--- src/rtl/baud_ctrl_pkg.sv ---
// constants, types and register map of the baud rate control block
package baud_ctrl_pkg;
    localparam int unsigned CLK_HZ = 40_000_000;
    // register byte addresses
    localparam logic [7:0] ADDR_CTRL   = 8'h00;
    localparam logic [7:0] ADDR_DIV_LO = 8'h04;
    localparam logic [7:0] ADDR_DIV_HI = 8'h08;
    localparam logic [7:0] ADDR_MODE   = 8'h0C;
    localparam logic [7:0] ADDR_IRQ_ST = 8'h10;
    localparam logic [7:0] ADDR_IRQ_MK = 8'h14;
    // control register bit positions
    localparam int unsigned B_ROLL  = 7;
    localparam int unsigned B_IDLE  = 6;
    localparam int unsigned B_SYNC_CLOCK_POLARITY  = 4;
    localparam int unsigned B_WIDE  = 3;
    localparam int unsigned B_WUE   = 1;
    localparam int unsigned B_AUTOBAUD_ENABLE = 0;
    // mode register and interrupt bit positions
    localparam int unsigned B_SYNC  = 0;
    localparam int unsigned B_HS    = 1;
    localparam int unsigned IRQ_WAKE = 0;
    localparam int unsigned IRQ_ABD  = 1;
    localparam int unsigned IRQ_ROLL = 2;
    localparam int unsigned IRQ_N    = 3;
    // reset values
    localparam logic [7:0] CTRL_RST = 8'h40;
    localparam logic [7:0] DIV_RST  = 8'h00;
    // clock cycles per bit per divisor step
    localparam int unsigned PRE_SLOW = 64;
    localparam int unsigned PRE_FAST = 16;
    localparam int unsigned PRE_SYNC = 4;
    // sync character spans this many bit times between 1st and 5th falling edge
    localparam int unsigned ABD_BITS = 8;
    localparam logic [2:0] ABD_LAST_FALL = 3'h3;
    // reference settings used by the rate checks
    localparam int unsigned REF_DIV_SLOW = 64;
    localparam int unsigned REF_DIV_FAST = 255;
    localparam logic [1:0] AXI_OKAY   = 2'h0;
    localparam logic [1:0] AXI_SLVERR = 2'h2;

    typedef struct packed {
        logic rollover;
        logic sync_clock_polarity;
        logic wide;
        logic wakeup_monitor_enable;
        logic autobaud_enable;
    } ctrl_s;

    typedef struct packed {
        logic        sync_mode;
        logic        high_speed;
        logic        wide;
        logic [15:0] divisor;
    } brg_cfg_s;

    typedef enum logic [1:0] {
        AB_IDLE = 2'b00,
        AB_WAIT = 2'b01,
        AB_MEAS = 2'b10
    } abd_state_e;
endpackage

--- src/rtl/baud_generator.sv ---
// baud generator: one-cycle bit tick from the divisor and mode
`timescale 1ns/1ps
`default_nettype none
module baud_generator
    import baud_ctrl_pkg::*;
#(
    parameter int unsigned CNT_WIDTH = 23
) (
    input  wire logic     aclk,
    input  wire logic     aresetn,
    input  wire brg_cfg_s cfg,
    output logic          bit_tick
);
    generate
        if (CNT_WIDTH < 23) begin : g_chk
            $error("baud_generator: CNT_WIDTH too small");
        end
    endgenerate

    logic [CNT_WIDTH-1:0] cnt_q;
    logic [CNT_WIDTH-1:0] cnt_d;
    logic                 tick_q;
    logic                 tick_d;
    logic [16:0]          steps;
    logic [CNT_WIDTH-1:0] period;

    // steps per bit and cycles per step from the mode
    always_comb begin
        steps = cfg.wide ? ({1'b0, cfg.divisor} + 17'h0_0001)
                         : ({9'h000, cfg.divisor[7:0]} + 17'h0_0001);
        if (cfg.sync_mode || (cfg.wide && cfg.high_speed)) begin
            period = CNT_WIDTH'(steps) * CNT_WIDTH'(PRE_SYNC);
        end else if (cfg.wide || cfg.high_speed) begin
            period = CNT_WIDTH'(steps) * CNT_WIDTH'(PRE_FAST);
        end else begin
            period = CNT_WIDTH'(steps) * CNT_WIDTH'(PRE_SLOW);
        end
    end

    // down counter, tick at zero
    always_comb begin
        tick_d = 1'b0;
        cnt_d  = cnt_q - CNT_WIDTH'(1);
        if (cnt_q == '0 || cnt_q >= period) begin
            tick_d = 1'b1;
            cnt_d  = period - CNT_WIDTH'(1);
        end
    end

    always_ff @(posedge aclk) begin
        if (!aresetn) begin
            cnt_q  <= '0;
            tick_q <= 1'b0;
        end else begin
            cnt_q  <= cnt_d;
            tick_q <= tick_d;
        end
    end

    assign bit_tick = tick_q;
endmodule
`default_nettype wire

--- src/rtl/baud_rate_control.sv ---
// baud rate control: registers, auto-baud, wake-up monitor, interrupts
//
// Our own choices: the register offsets and the AXI4-Lite interface to the registers.
`timescale 1ns/1ps
`default_nettype none
module baud_rate_control
    import baud_ctrl_pkg::*;
#(
    parameter int unsigned ABD_CNT_WIDTH = 26
) (
    input  wire logic        aclk,
    input  wire logic        aresetn,
    input  wire logic [7:0]  s_axi_awaddr,
    input  wire logic        s_axi_awvalid,
    output logic             s_axi_awready,
    input  wire logic [31:0] s_axi_wdata,
    input  wire logic [3:0]  s_axi_wstrb,
    input  wire logic        s_axi_wvalid,
    output logic             s_axi_wready,
    output logic [1:0]       s_axi_bresp,
    output logic             s_axi_bvalid,
    input  wire logic        s_axi_bready,
    input  wire logic [7:0]  s_axi_araddr,
    input  wire logic        s_axi_arvalid,
    output logic             s_axi_arready,
    output logic [31:0]      s_axi_rdata,
    output logic [1:0]       s_axi_rresp,
    output logic             s_axi_rvalid,
    input  wire logic        s_axi_rready,
    input  wire logic        rx_pin,
    input  wire logic        rx_busy,
    output logic             bit_tick,
    output logic             clk_idle_level,
    output logic             irq
);
    generate
        if (ABD_CNT_WIDTH < 26) begin : g_chk
            $error("baud_rate_control: ABD_CNT_WIDTH too small");
        end
    endgenerate

    ctrl_s                    ctrl_q, ctrl_d;
    logic [7:0]               div_lo_q, div_lo_d, div_hi_q, div_hi_d;
    logic [1:0]               mode_q, mode_d;
    logic [IRQ_N-1:0]         ist_q, ist_d, imask_q, imask_d;
    abd_state_e               ab_q, ab_d;
    logic [ABD_CNT_WIDTH-1:0] ab_cnt_q, ab_cnt_d, quot;
    logic [2:0]               falls_q, falls_d;
    logic                     wake_seen_q, wake_seen_d;
    logic                     rx_meta_q, rx_sync_q, rx_prev_q;
    logic                     bvalid_q, bvalid_d, rvalid_q, rvalid_d;
    logic [1:0]               bresp_q, bresp_d, rresp_q, rresp_d;
    logic [31:0]              rdata_q, rdata_d;
    logic                     idle_q;
    logic                     wr_en, rd_en, rx_fall, rx_rise, async_mode;
    logic                     ev_wake, ev_abd, ev_roll, rx_idle;
    logic [7:0]               ctrl_view;
    brg_cfg_s                 cfg;

    // pin synchroniser, edge detection after the second stage
    always_ff @(posedge aclk) begin
        if (!aresetn) begin
            rx_meta_q <= 1'b1;
            rx_sync_q <= 1'b1;
            rx_prev_q <= 1'b1;
        end else begin
            rx_meta_q <= rx_pin;
            rx_sync_q <= rx_meta_q;
            rx_prev_q <= rx_sync_q;
        end
    end
    assign rx_fall    = rx_prev_q & ~rx_sync_q;
    assign rx_rise    = ~rx_prev_q & rx_sync_q;
    assign async_mode = ~mode_q[B_SYNC];
    assign rx_idle    = ~(rx_busy | (ab_q == AB_MEAS));

    // control register read view
    always_comb begin
        ctrl_view          = 8'h00;
        ctrl_view[B_ROLL]  = ctrl_q.rollover;
        ctrl_view[B_IDLE]  = rx_idle;
        ctrl_view[B_SYNC_CLOCK_POLARITY]  = ctrl_q.sync_clock_polarity;
        ctrl_view[B_WIDE]  = ctrl_q.wide;
        ctrl_view[B_WUE]   = ctrl_q.wakeup_monitor_enable;
        ctrl_view[B_AUTOBAUD_ENABLE] = ctrl_q.autobaud_enable;
    end

    // bus handshakes: write needs address and data together
    assign wr_en         = s_axi_awvalid & s_axi_wvalid & ~bvalid_q;
    assign rd_en         = s_axi_arvalid & ~rvalid_q;
    assign s_axi_awready = wr_en;
    assign s_axi_wready  = wr_en;
    assign s_axi_arready = rd_en;

    // quotient of the measured count per divisor step
    always_comb begin
        if (mode_q[B_HS] && ctrl_q.wide) begin
            quot = ab_cnt_q / ABD_CNT_WIDTH'(ABD_BITS * PRE_SYNC);
        end else if (mode_q[B_HS] || ctrl_q.wide) begin
            quot = ab_cnt_q / ABD_CNT_WIDTH'(ABD_BITS * PRE_FAST);
        end else begin
            quot = ab_cnt_q / ABD_CNT_WIDTH'(ABD_BITS * PRE_SLOW);
        end
    end

    // registers, auto-baud and wake-up next state
    always_comb begin
        ctrl_d      = ctrl_q;
        div_lo_d    = div_lo_q;
        div_hi_d    = div_hi_q;
        mode_d      = mode_q;
        imask_d     = imask_q;
        ab_d        = ab_q;
        ab_cnt_d    = ab_cnt_q;
        falls_d     = falls_q;
        wake_seen_d = wake_seen_q;
        ev_wake     = 1'b0;
        ev_abd      = 1'b0;
        ev_roll     = 1'b0;
        ist_d       = ist_q;
        bvalid_d    = bvalid_q & ~s_axi_bready;
        bresp_d     = bresp_q;
        rvalid_d    = rvalid_q & ~s_axi_rready;
        rresp_d     = rresp_q;
        rdata_d     = rdata_q;
        if (wr_en) begin
            bvalid_d = 1'b1;
            bresp_d  = AXI_OKAY;
            if (s_axi_wstrb[0]) begin
                unique case (s_axi_awaddr)
                    ADDR_CTRL: begin
                        ctrl_d.rollover = s_axi_wdata[B_ROLL];
                        ctrl_d.sync_clock_polarity     = s_axi_wdata[B_SYNC_CLOCK_POLARITY];
                        ctrl_d.wide     = s_axi_wdata[B_WIDE];
                        ctrl_d.wakeup_monitor_enable      = s_axi_wdata[B_WUE];
                        ctrl_d.autobaud_enable    = s_axi_wdata[B_AUTOBAUD_ENABLE];
                    end
                    ADDR_DIV_LO: div_lo_d = s_axi_wdata[7:0];
                    ADDR_DIV_HI: div_hi_d = s_axi_wdata[7:0];
                    ADDR_MODE:   mode_d = s_axi_wdata[1:0];
                    ADDR_IRQ_ST: ist_d = ist_q & ~s_axi_wdata[IRQ_N-1:0];
                    ADDR_IRQ_MK: imask_d = s_axi_wdata[IRQ_N-1:0];
                    default:     bresp_d = AXI_SLVERR;
                endcase
            end
        end
        if (rd_en) begin
            rvalid_d = 1'b1;
            rresp_d  = AXI_OKAY;
            unique case (s_axi_araddr)
                ADDR_CTRL:   rdata_d = {24'h00_0000, ctrl_view};
                ADDR_DIV_LO: rdata_d = {24'h00_0000, div_lo_q};
                ADDR_DIV_HI: rdata_d = {24'h00_0000, div_hi_q};
                ADDR_MODE:   rdata_d = {30'h0000_0000, mode_q};
                ADDR_IRQ_ST: rdata_d = {29'h0000_0000, ist_q};
                ADDR_IRQ_MK: rdata_d = {29'h0000_0000, imask_q};
                default: begin
                    rdata_d = 32'h0000_0000;
                    rresp_d = AXI_SLVERR;
                end
            endcase
        end
        // wake-up monitor, pin ignored while disabled
        if (ctrl_q.wakeup_monitor_enable && async_mode) begin
            if (rx_fall) begin
                ev_wake     = 1'b1;
                wake_seen_d = 1'b1;
            end else if (rx_rise && wake_seen_q) begin
                ctrl_d.wakeup_monitor_enable  = 1'b0;
                wake_seen_d = 1'b0;
            end
        end else begin
            wake_seen_d = 1'b0;
        end
        // auto-baud: count from 1st to 5th falling edge of 55h
        unique case (ab_q)
            AB_IDLE: begin
                if (ctrl_q.autobaud_enable && async_mode) begin
                    ab_d = AB_WAIT;
                end
            end
            AB_WAIT: begin
                if (!ctrl_q.autobaud_enable || !async_mode) begin
                    ab_d = AB_IDLE;
                end else if (rx_fall) begin
                    ab_d     = AB_MEAS;
                    ab_cnt_d = ABD_CNT_WIDTH'(1);
                    falls_d  = 3'h0;
                end
            end
            AB_MEAS: begin
                ab_cnt_d = ab_cnt_q + ABD_CNT_WIDTH'(1);
                if (quot > ABD_CNT_WIDTH'(ctrl_q.wide ? 17'h1_0000 : 17'h0_0100)) begin
                    ev_roll      = 1'b1;
                    ctrl_d.autobaud_enable = 1'b0;
                    ab_d         = AB_IDLE;
                end else if (rx_fall) begin
                    falls_d = falls_q + 3'h1;
                    if (falls_q == ABD_LAST_FALL) begin
                        {div_hi_d, div_lo_d} = quot[15:0] - 16'h0001;
                        ctrl_d.autobaud_enable = 1'b0;
                        ev_abd       = 1'b1;
                        ab_d         = AB_IDLE;
                    end
                end
            end
            default: ab_d = AB_IDLE;
        endcase
        // hardware set wins over a software clear
        if (ev_roll) begin
            ctrl_d.rollover = 1'b1;
        end
        ist_d = ist_d | {ev_roll, ev_abd, ev_wake};
    end

    always_ff @(posedge aclk) begin
        if (!aresetn) begin
            ctrl_q      <= '0;
            div_lo_q    <= DIV_RST;
            div_hi_q    <= DIV_RST;
            mode_q      <= '0;
            ist_q       <= '0;
            imask_q     <= '0;
            ab_q        <= AB_IDLE;
            ab_cnt_q    <= '0;
            falls_q     <= '0;
            wake_seen_q <= 1'b0;
            bvalid_q    <= 1'b0;
            bresp_q     <= AXI_OKAY;
            rvalid_q    <= 1'b0;
            rresp_q     <= AXI_OKAY;
            rdata_q     <= 32'h0000_0000;
            idle_q      <= 1'b0;
        end else begin
            ctrl_q      <= ctrl_d;
            div_lo_q    <= div_lo_d;
            div_hi_q    <= div_hi_d;
            mode_q      <= mode_d;
            ist_q       <= ist_d;
            imask_q     <= imask_d;
            ab_q        <= ab_d;
            ab_cnt_q    <= ab_cnt_d;
            falls_q     <= falls_d;
            wake_seen_q <= wake_seen_d;
            bvalid_q    <= bvalid_d;
            bresp_q     <= bresp_d;
            rvalid_q    <= rvalid_d;
            rresp_q     <= rresp_d;
            rdata_q     <= rdata_d;
            idle_q      <= mode_q[B_SYNC] & ctrl_q.sync_clock_polarity;
        end
    end

    assign s_axi_bvalid   = bvalid_q;
    assign s_axi_bresp    = bresp_q;
    assign s_axi_rvalid   = rvalid_q;
    assign s_axi_rresp    = rresp_q;
    assign s_axi_rdata    = rdata_q;
    assign clk_idle_level = idle_q;
    assign irq            = |(ist_q & imask_q);

    // baud generator configuration
    assign cfg = '{sync_mode: mode_q[B_SYNC], high_speed: mode_q[B_HS],
                   wide: ctrl_q.wide, divisor: {div_hi_q, div_lo_q}};

    baud_generator #(.CNT_WIDTH(23)) u_brg (
        .aclk     (aclk),
        .aresetn  (aresetn),
        .cfg      (cfg),
        .bit_tick (bit_tick)
    );

    // helper: cycles between ticks under an unchanged configuration
    logic [22:0] gap_q;
    logic        same_q;
    logic        steady;
    brg_cfg_s    cfg_prev_q;
    always_ff @(posedge aclk) begin
        if (!aresetn) begin
            gap_q      <= '0;
            same_q     <= 1'b0;
            cfg_prev_q <= '0;
        end else begin
            cfg_prev_q <= cfg;
            gap_q      <= bit_tick ? 23'h00_0001 : gap_q + 23'h00_0001;
            same_q     <= (cfg == cfg_prev_q) && (bit_tick || same_q);
        end
    end
    // gap only trusted while the setting did not move in the sampled cycle either
    assign steady = same_q && (cfg == cfg_prev_q);
endmodule
`default_nettype wire

--- config.mk ---
export PLATFORM = sky130hd
export DESIGN_NAME = baud_rate_control
export DESIGN_NICKNAME = d
export VERILOG_FILES = /design/src/rtl/baud_ctrl_pkg.sv /design/src/rtl/baud_generator.sv /design/src/rtl/baud_rate_control.sv
export SDC_FILE = /design/constraint.sdc
export NUM_CORES = 1
export LEC_CHECK = 0
export ABC_CLOCK_PERIOD_IN_PS = 6000
export BUFFER_PORTS_ARGS = -buffer_cell sky130_fd_sc_hd__buf_2
export CAP_MARGIN = 25
export CORE_ASPECT_RATIO = 1.25
export CORE_MARGIN = 3
export CORE_UTILIZATION = 50
export DETAILED_ROUTE_END_ITERATION = 8
export GPL_TIMING_DRIVEN = 0
export PLACE_DENSITY = 0.68
export SLEW_MARGIN = 20
export SYNTH_ARGS = -nofsm -noshare
export SYNTH_HDL_FRONTEND = slang
export SYNTH_SLANG_ARGS = --single-unit
export TNS_END_PERCENT = 100
--- constraint.sdc ---
create_clock -name aclk -period 6 [get_ports aclk]
set_input_delay 1.2 -clock aclk [delete_from_list [all_inputs] [get_ports aclk]]
set_output_delay 1.2 -clock aclk [all_outputs]
set_load 0.1 [all_outputs]
==> reports/qor.csv <==
stage,metric,value,unit
critical_path,Worst Setup End Kind,flip-flop,
synth,Yosys top cell area share,28.1,%
critical_path,crit start category,flip-flop,
synth,Most used DFF post-synth,dfxtp_1,
critical_path,reg2reg end,u_brg.cnt_q[22],
timing,f_max,179,MHz
cts,total CTS buffers,9,
synth,Post-synth EDFFs,0,
synth,Synth warnings,0,
synth,Area contributors post-synth,"dfxtp_1 (28%), mux2i_1 (6.4%), nor2_1 (6.2%), ha_1 (5.2%), xnor2_1 (5.1%)",
timing,Slew Limit Headroom,26.6,%
place,placed instance count,1158,
layout,share of layout cells above drive strength 1,15.0,%
global_routing,first-pass GRT wire length,32000,um
die,Core ar.,0.0139,mm2
layout,fill count,1307,
timing,worst setup margin,0.416,ns
critical_path,worst-path maximum fanout,19,
power,P per Cell Area,330,mW/mm2
synth,"Avg Cell Area, Syn",7.95,um2
critical_path,Worst setup startpoint,div_lo_q[1],
synth,post-synth cell types,71,
synth,Seq cells post-synth,101,
power,Worst IR Drop VDD,0.396,mV
global_routing,total track usage,25.1,%
timing,"Hold Violations, Final",0,
timing,Worst Max-Slew Pin Slew,1.10,ns
critical_path,worst r2r path cells,19,
critical_path,WP data required,6.23,ns
cts,TritonCTS clock tree,built,
place,placed instance area,0.00778,mm2
cts,H-Tree Depth,3,
place,DP Worst Slack,-1.14,ns
synth,Netlist Area Pre-Place,0.00720,mm2
cts,CTS Hold Bufs,0,
cts,root buffer cell,clkbuf_16,
global_routing,total gr overflow,0,
detailed_routing,total number of vias,6683,
timing,# setup viols final,0,
detailed_routing,WL final,19600,um
global_routing,initial antenna violation count,0,
global_routing,vias in the first global route,6447,
die,row cnt,48,
die,Die W,113,um
power,Static Leak,3.32,nW
timing,post-layout minimum cycle time,5.58,ns
synth,post-synth top area cell,dfxtp_1,
layout,FF+latch area,0.00202,mm2
detailed_routing,Final ANT Viol Nets,0,
layout,Final #Nets,1087,
die,Die H,140,um
critical_path,Critical Path Sink,u_brg.cnt_q[22],
critical_path,R2R Path Start,div_lo_q[1],
place,HPWL Detailed,15300,um
layout,multi-input logic area,0.00476,mm2
critical_path,R2R Setup Slk,0.42,ns
detailed_routing,1st-iter DRT viols,397,
synth,ys async rst share,0,%
cts,CTS Buffer Depth,2,
min_path,worst hold path class,reg2reg,
detailed_routing,DRC,0,
outcome,outcome,"complete, no violations",
cts,clk_lat worst skew,0.36,ns
place,GP Congestion,0.906,
synth,sequential area share after synthesis,28.1,%
place,IO Port Bufs,51,
layout,antenna cells,0,
timing,max-slew violation count,0,
critical_path,WS Path Type,reg2reg,
detailed_routing,Via-to-Cell Ratio,5.68,
cts,# clock sinks,101,
timing,final hold slack,0.411,ns
die,io pins,105,
synth,Cells after Synth,906,
power,power consumption,0.00268,W
layout,Layout Cell Area excl Fill,0.00813,mm2
cts,"Reg clk slew, reported paths",0.08,ns
timing,Tcrit/Tclk final,93.1,%
timing,RSZ-0062 raised after global routing,no,
layout,area delta synth->final,12.8,%
timing,clk_skew,0.0103,ns
global_routing,largest net degree at the start of global routing,20,
detailed_routing,WL/cell,16.7,um
die,Die ar.,0.0159,mm2
die,Initial Util,51.7,%
detailed_routing,First-pass DRT Iterations,5,
critical_path,critical path arrival,5.81,ns
layout,non-filler instance count after layout,1176,
job,max_cap viols,0,
## layer usage
| layer | vias to the layer above | share of wire [%] | track usage, % |
|---|---|---|---|
| li1 | 3374 | - | - |
| met1 | 3113 | 40 | 28.2 |
| met2 | 153 | 52 | 45.8 |
| met3 | 43 | 3.3 | 2.68 |
| met4 | 0 | 3.9 | 13.2 |
| met5 | - | 0 | 0 |
## what timing repair did
action / CTS / global route
setup buffers: 0 / 1
gates resized for setup: 7 / 5
pin swaps: 0 / 2
endpoints found under the setup margin: 11 / 10
## state kept, by name, indices dropped and copies added (netlist names), 2 cells and up
| register | cells |
|---|---|
| ab_q | 2 |
| s_axi_rdata | 8 |
| falls_q | 3 |
| ctrl_q | 4 |
| imask_q | 3 |
| u_brg.cnt_q | 23 |
| mode_q | 2 |
| ab_cnt_q | 26 |
| ist_q | 3 |
| div_hi_q | 8 |
| div_lo_q | 8 |
## cells in the mapped netlist, drive strengths merged (20+ instances only)
| cell type | instances |
|---|---|
| inv | 29 |
| mux2i | 46 |
| buf | 46 |
| xnor2 | 43 |
| dfxtp | 101 |
| nor3 | 25 |
| xor2 | 29 |
| nand4 | 20 |
| a21oi | 40 |
| o21ai | 37 |
| ha | 30 |
| clkbuf | 28 |
| nor2 | 119 |
| a211oi | 25 |
| nand3 | 28 |
| nand2 | 75 |
## per-stage QoR
| step | utilization, % | setup TNS [ns] |
|---|---|---|
| detailed placement | 55.8 | -7.86 |
| finish | 58.3 | 0 |
| global placement | 55.8 | -7.81 |
| floorplan | - | 0 |
| CTS | 58.1 | 0 |
| global route | 58.3 | 0 |
## worst min path at each step
stage                 to  slack, ns  startpoint  cells after the start
3_3_place_gp   rx_sync_q       0.39   rx_meta_q                      1
4_1_cts        rx_sync_q       0.41   rx_meta_q                      1
2_1_floorplan  rx_sync_q       0.39   rx_meta_q                      1
3_5_place_dp   rx_sync_q       0.39   rx_meta_q                      1
5_1_grt        rx_sync_q       0.44   rx_meta_q                      1
6_report       rx_sync_q       0.41   rx_meta_q                      1
## kinds of logic (layout without fill, tap and decap cells)
logic type / Yosys count / after routing / synth area share (%)
AND/OR/NAND/NOR: 367 / 367 / 25.2
AO/OA/AOI/OAI: 174 / 174 / 17.2
buffers and inverters: 104 / 173 / 7.45
flip-flops: 101 / 101 / 28.1
XOR/XNOR: 72 / 72 / 8.86
multiplexers: 56 / 56 / 7.95
adder cells (fa/ha/maj): 30 / 30 / 5.21
other: 2 / 28 / 0.104
## placed cells by master, fill, tap and decap left out, types with 29 or more instances in the layout
cell,n
buf_2,59
ha_1,30
mux2i_1,46
nand2_1,74
o21ai_0,36
dfxtp_1,101
xnor2_1,42
xor2_1,29
inv_1,29
a21oi_1,39
nor2_1,119
## where the power goes
group          total, W  internal (W)  switching [W]
Combinational   0.00123      0.000455       0.000776
Sequential     0.000821      0.000740      0.0000810
Clock          0.000631      0.000335       0.000296
## final cells by class
class | count | share of cell area (%)
multi-input cells | 727 | 58.6
flip-flops and latches | 101 | 24.9
plain buffers | 73 | 5.23
repair buffers | 54 | 3.36
clock buffers | 9 | 2.77
well taps | 175 | 2.69
inverters | 30 | 1.42
clock inverters | 7 | 1.06
## critical path, cell delays in order, from the launching register on
cell and delay [ns]:
dfxtp_1 0.51, ha_1 0.30, nand3_1 0.27, nor2_1 0.35, nand2_1 0.14, or4_1 0.56, ha_1 0.31, nand4_1 0.16
or4_1 0.48, a21oi_1 0.20, nand4b_1 0.25, clkbuf_2 0.31, inv_4 0.15, nand2_1 0.10, ha_1 0.17, clkbuf_2 0.25
a41oi_1 0.28, nor3_2 0.36, o221a_2 0.24, nor3_1 0.04
(Power assumes the default switching activity.)
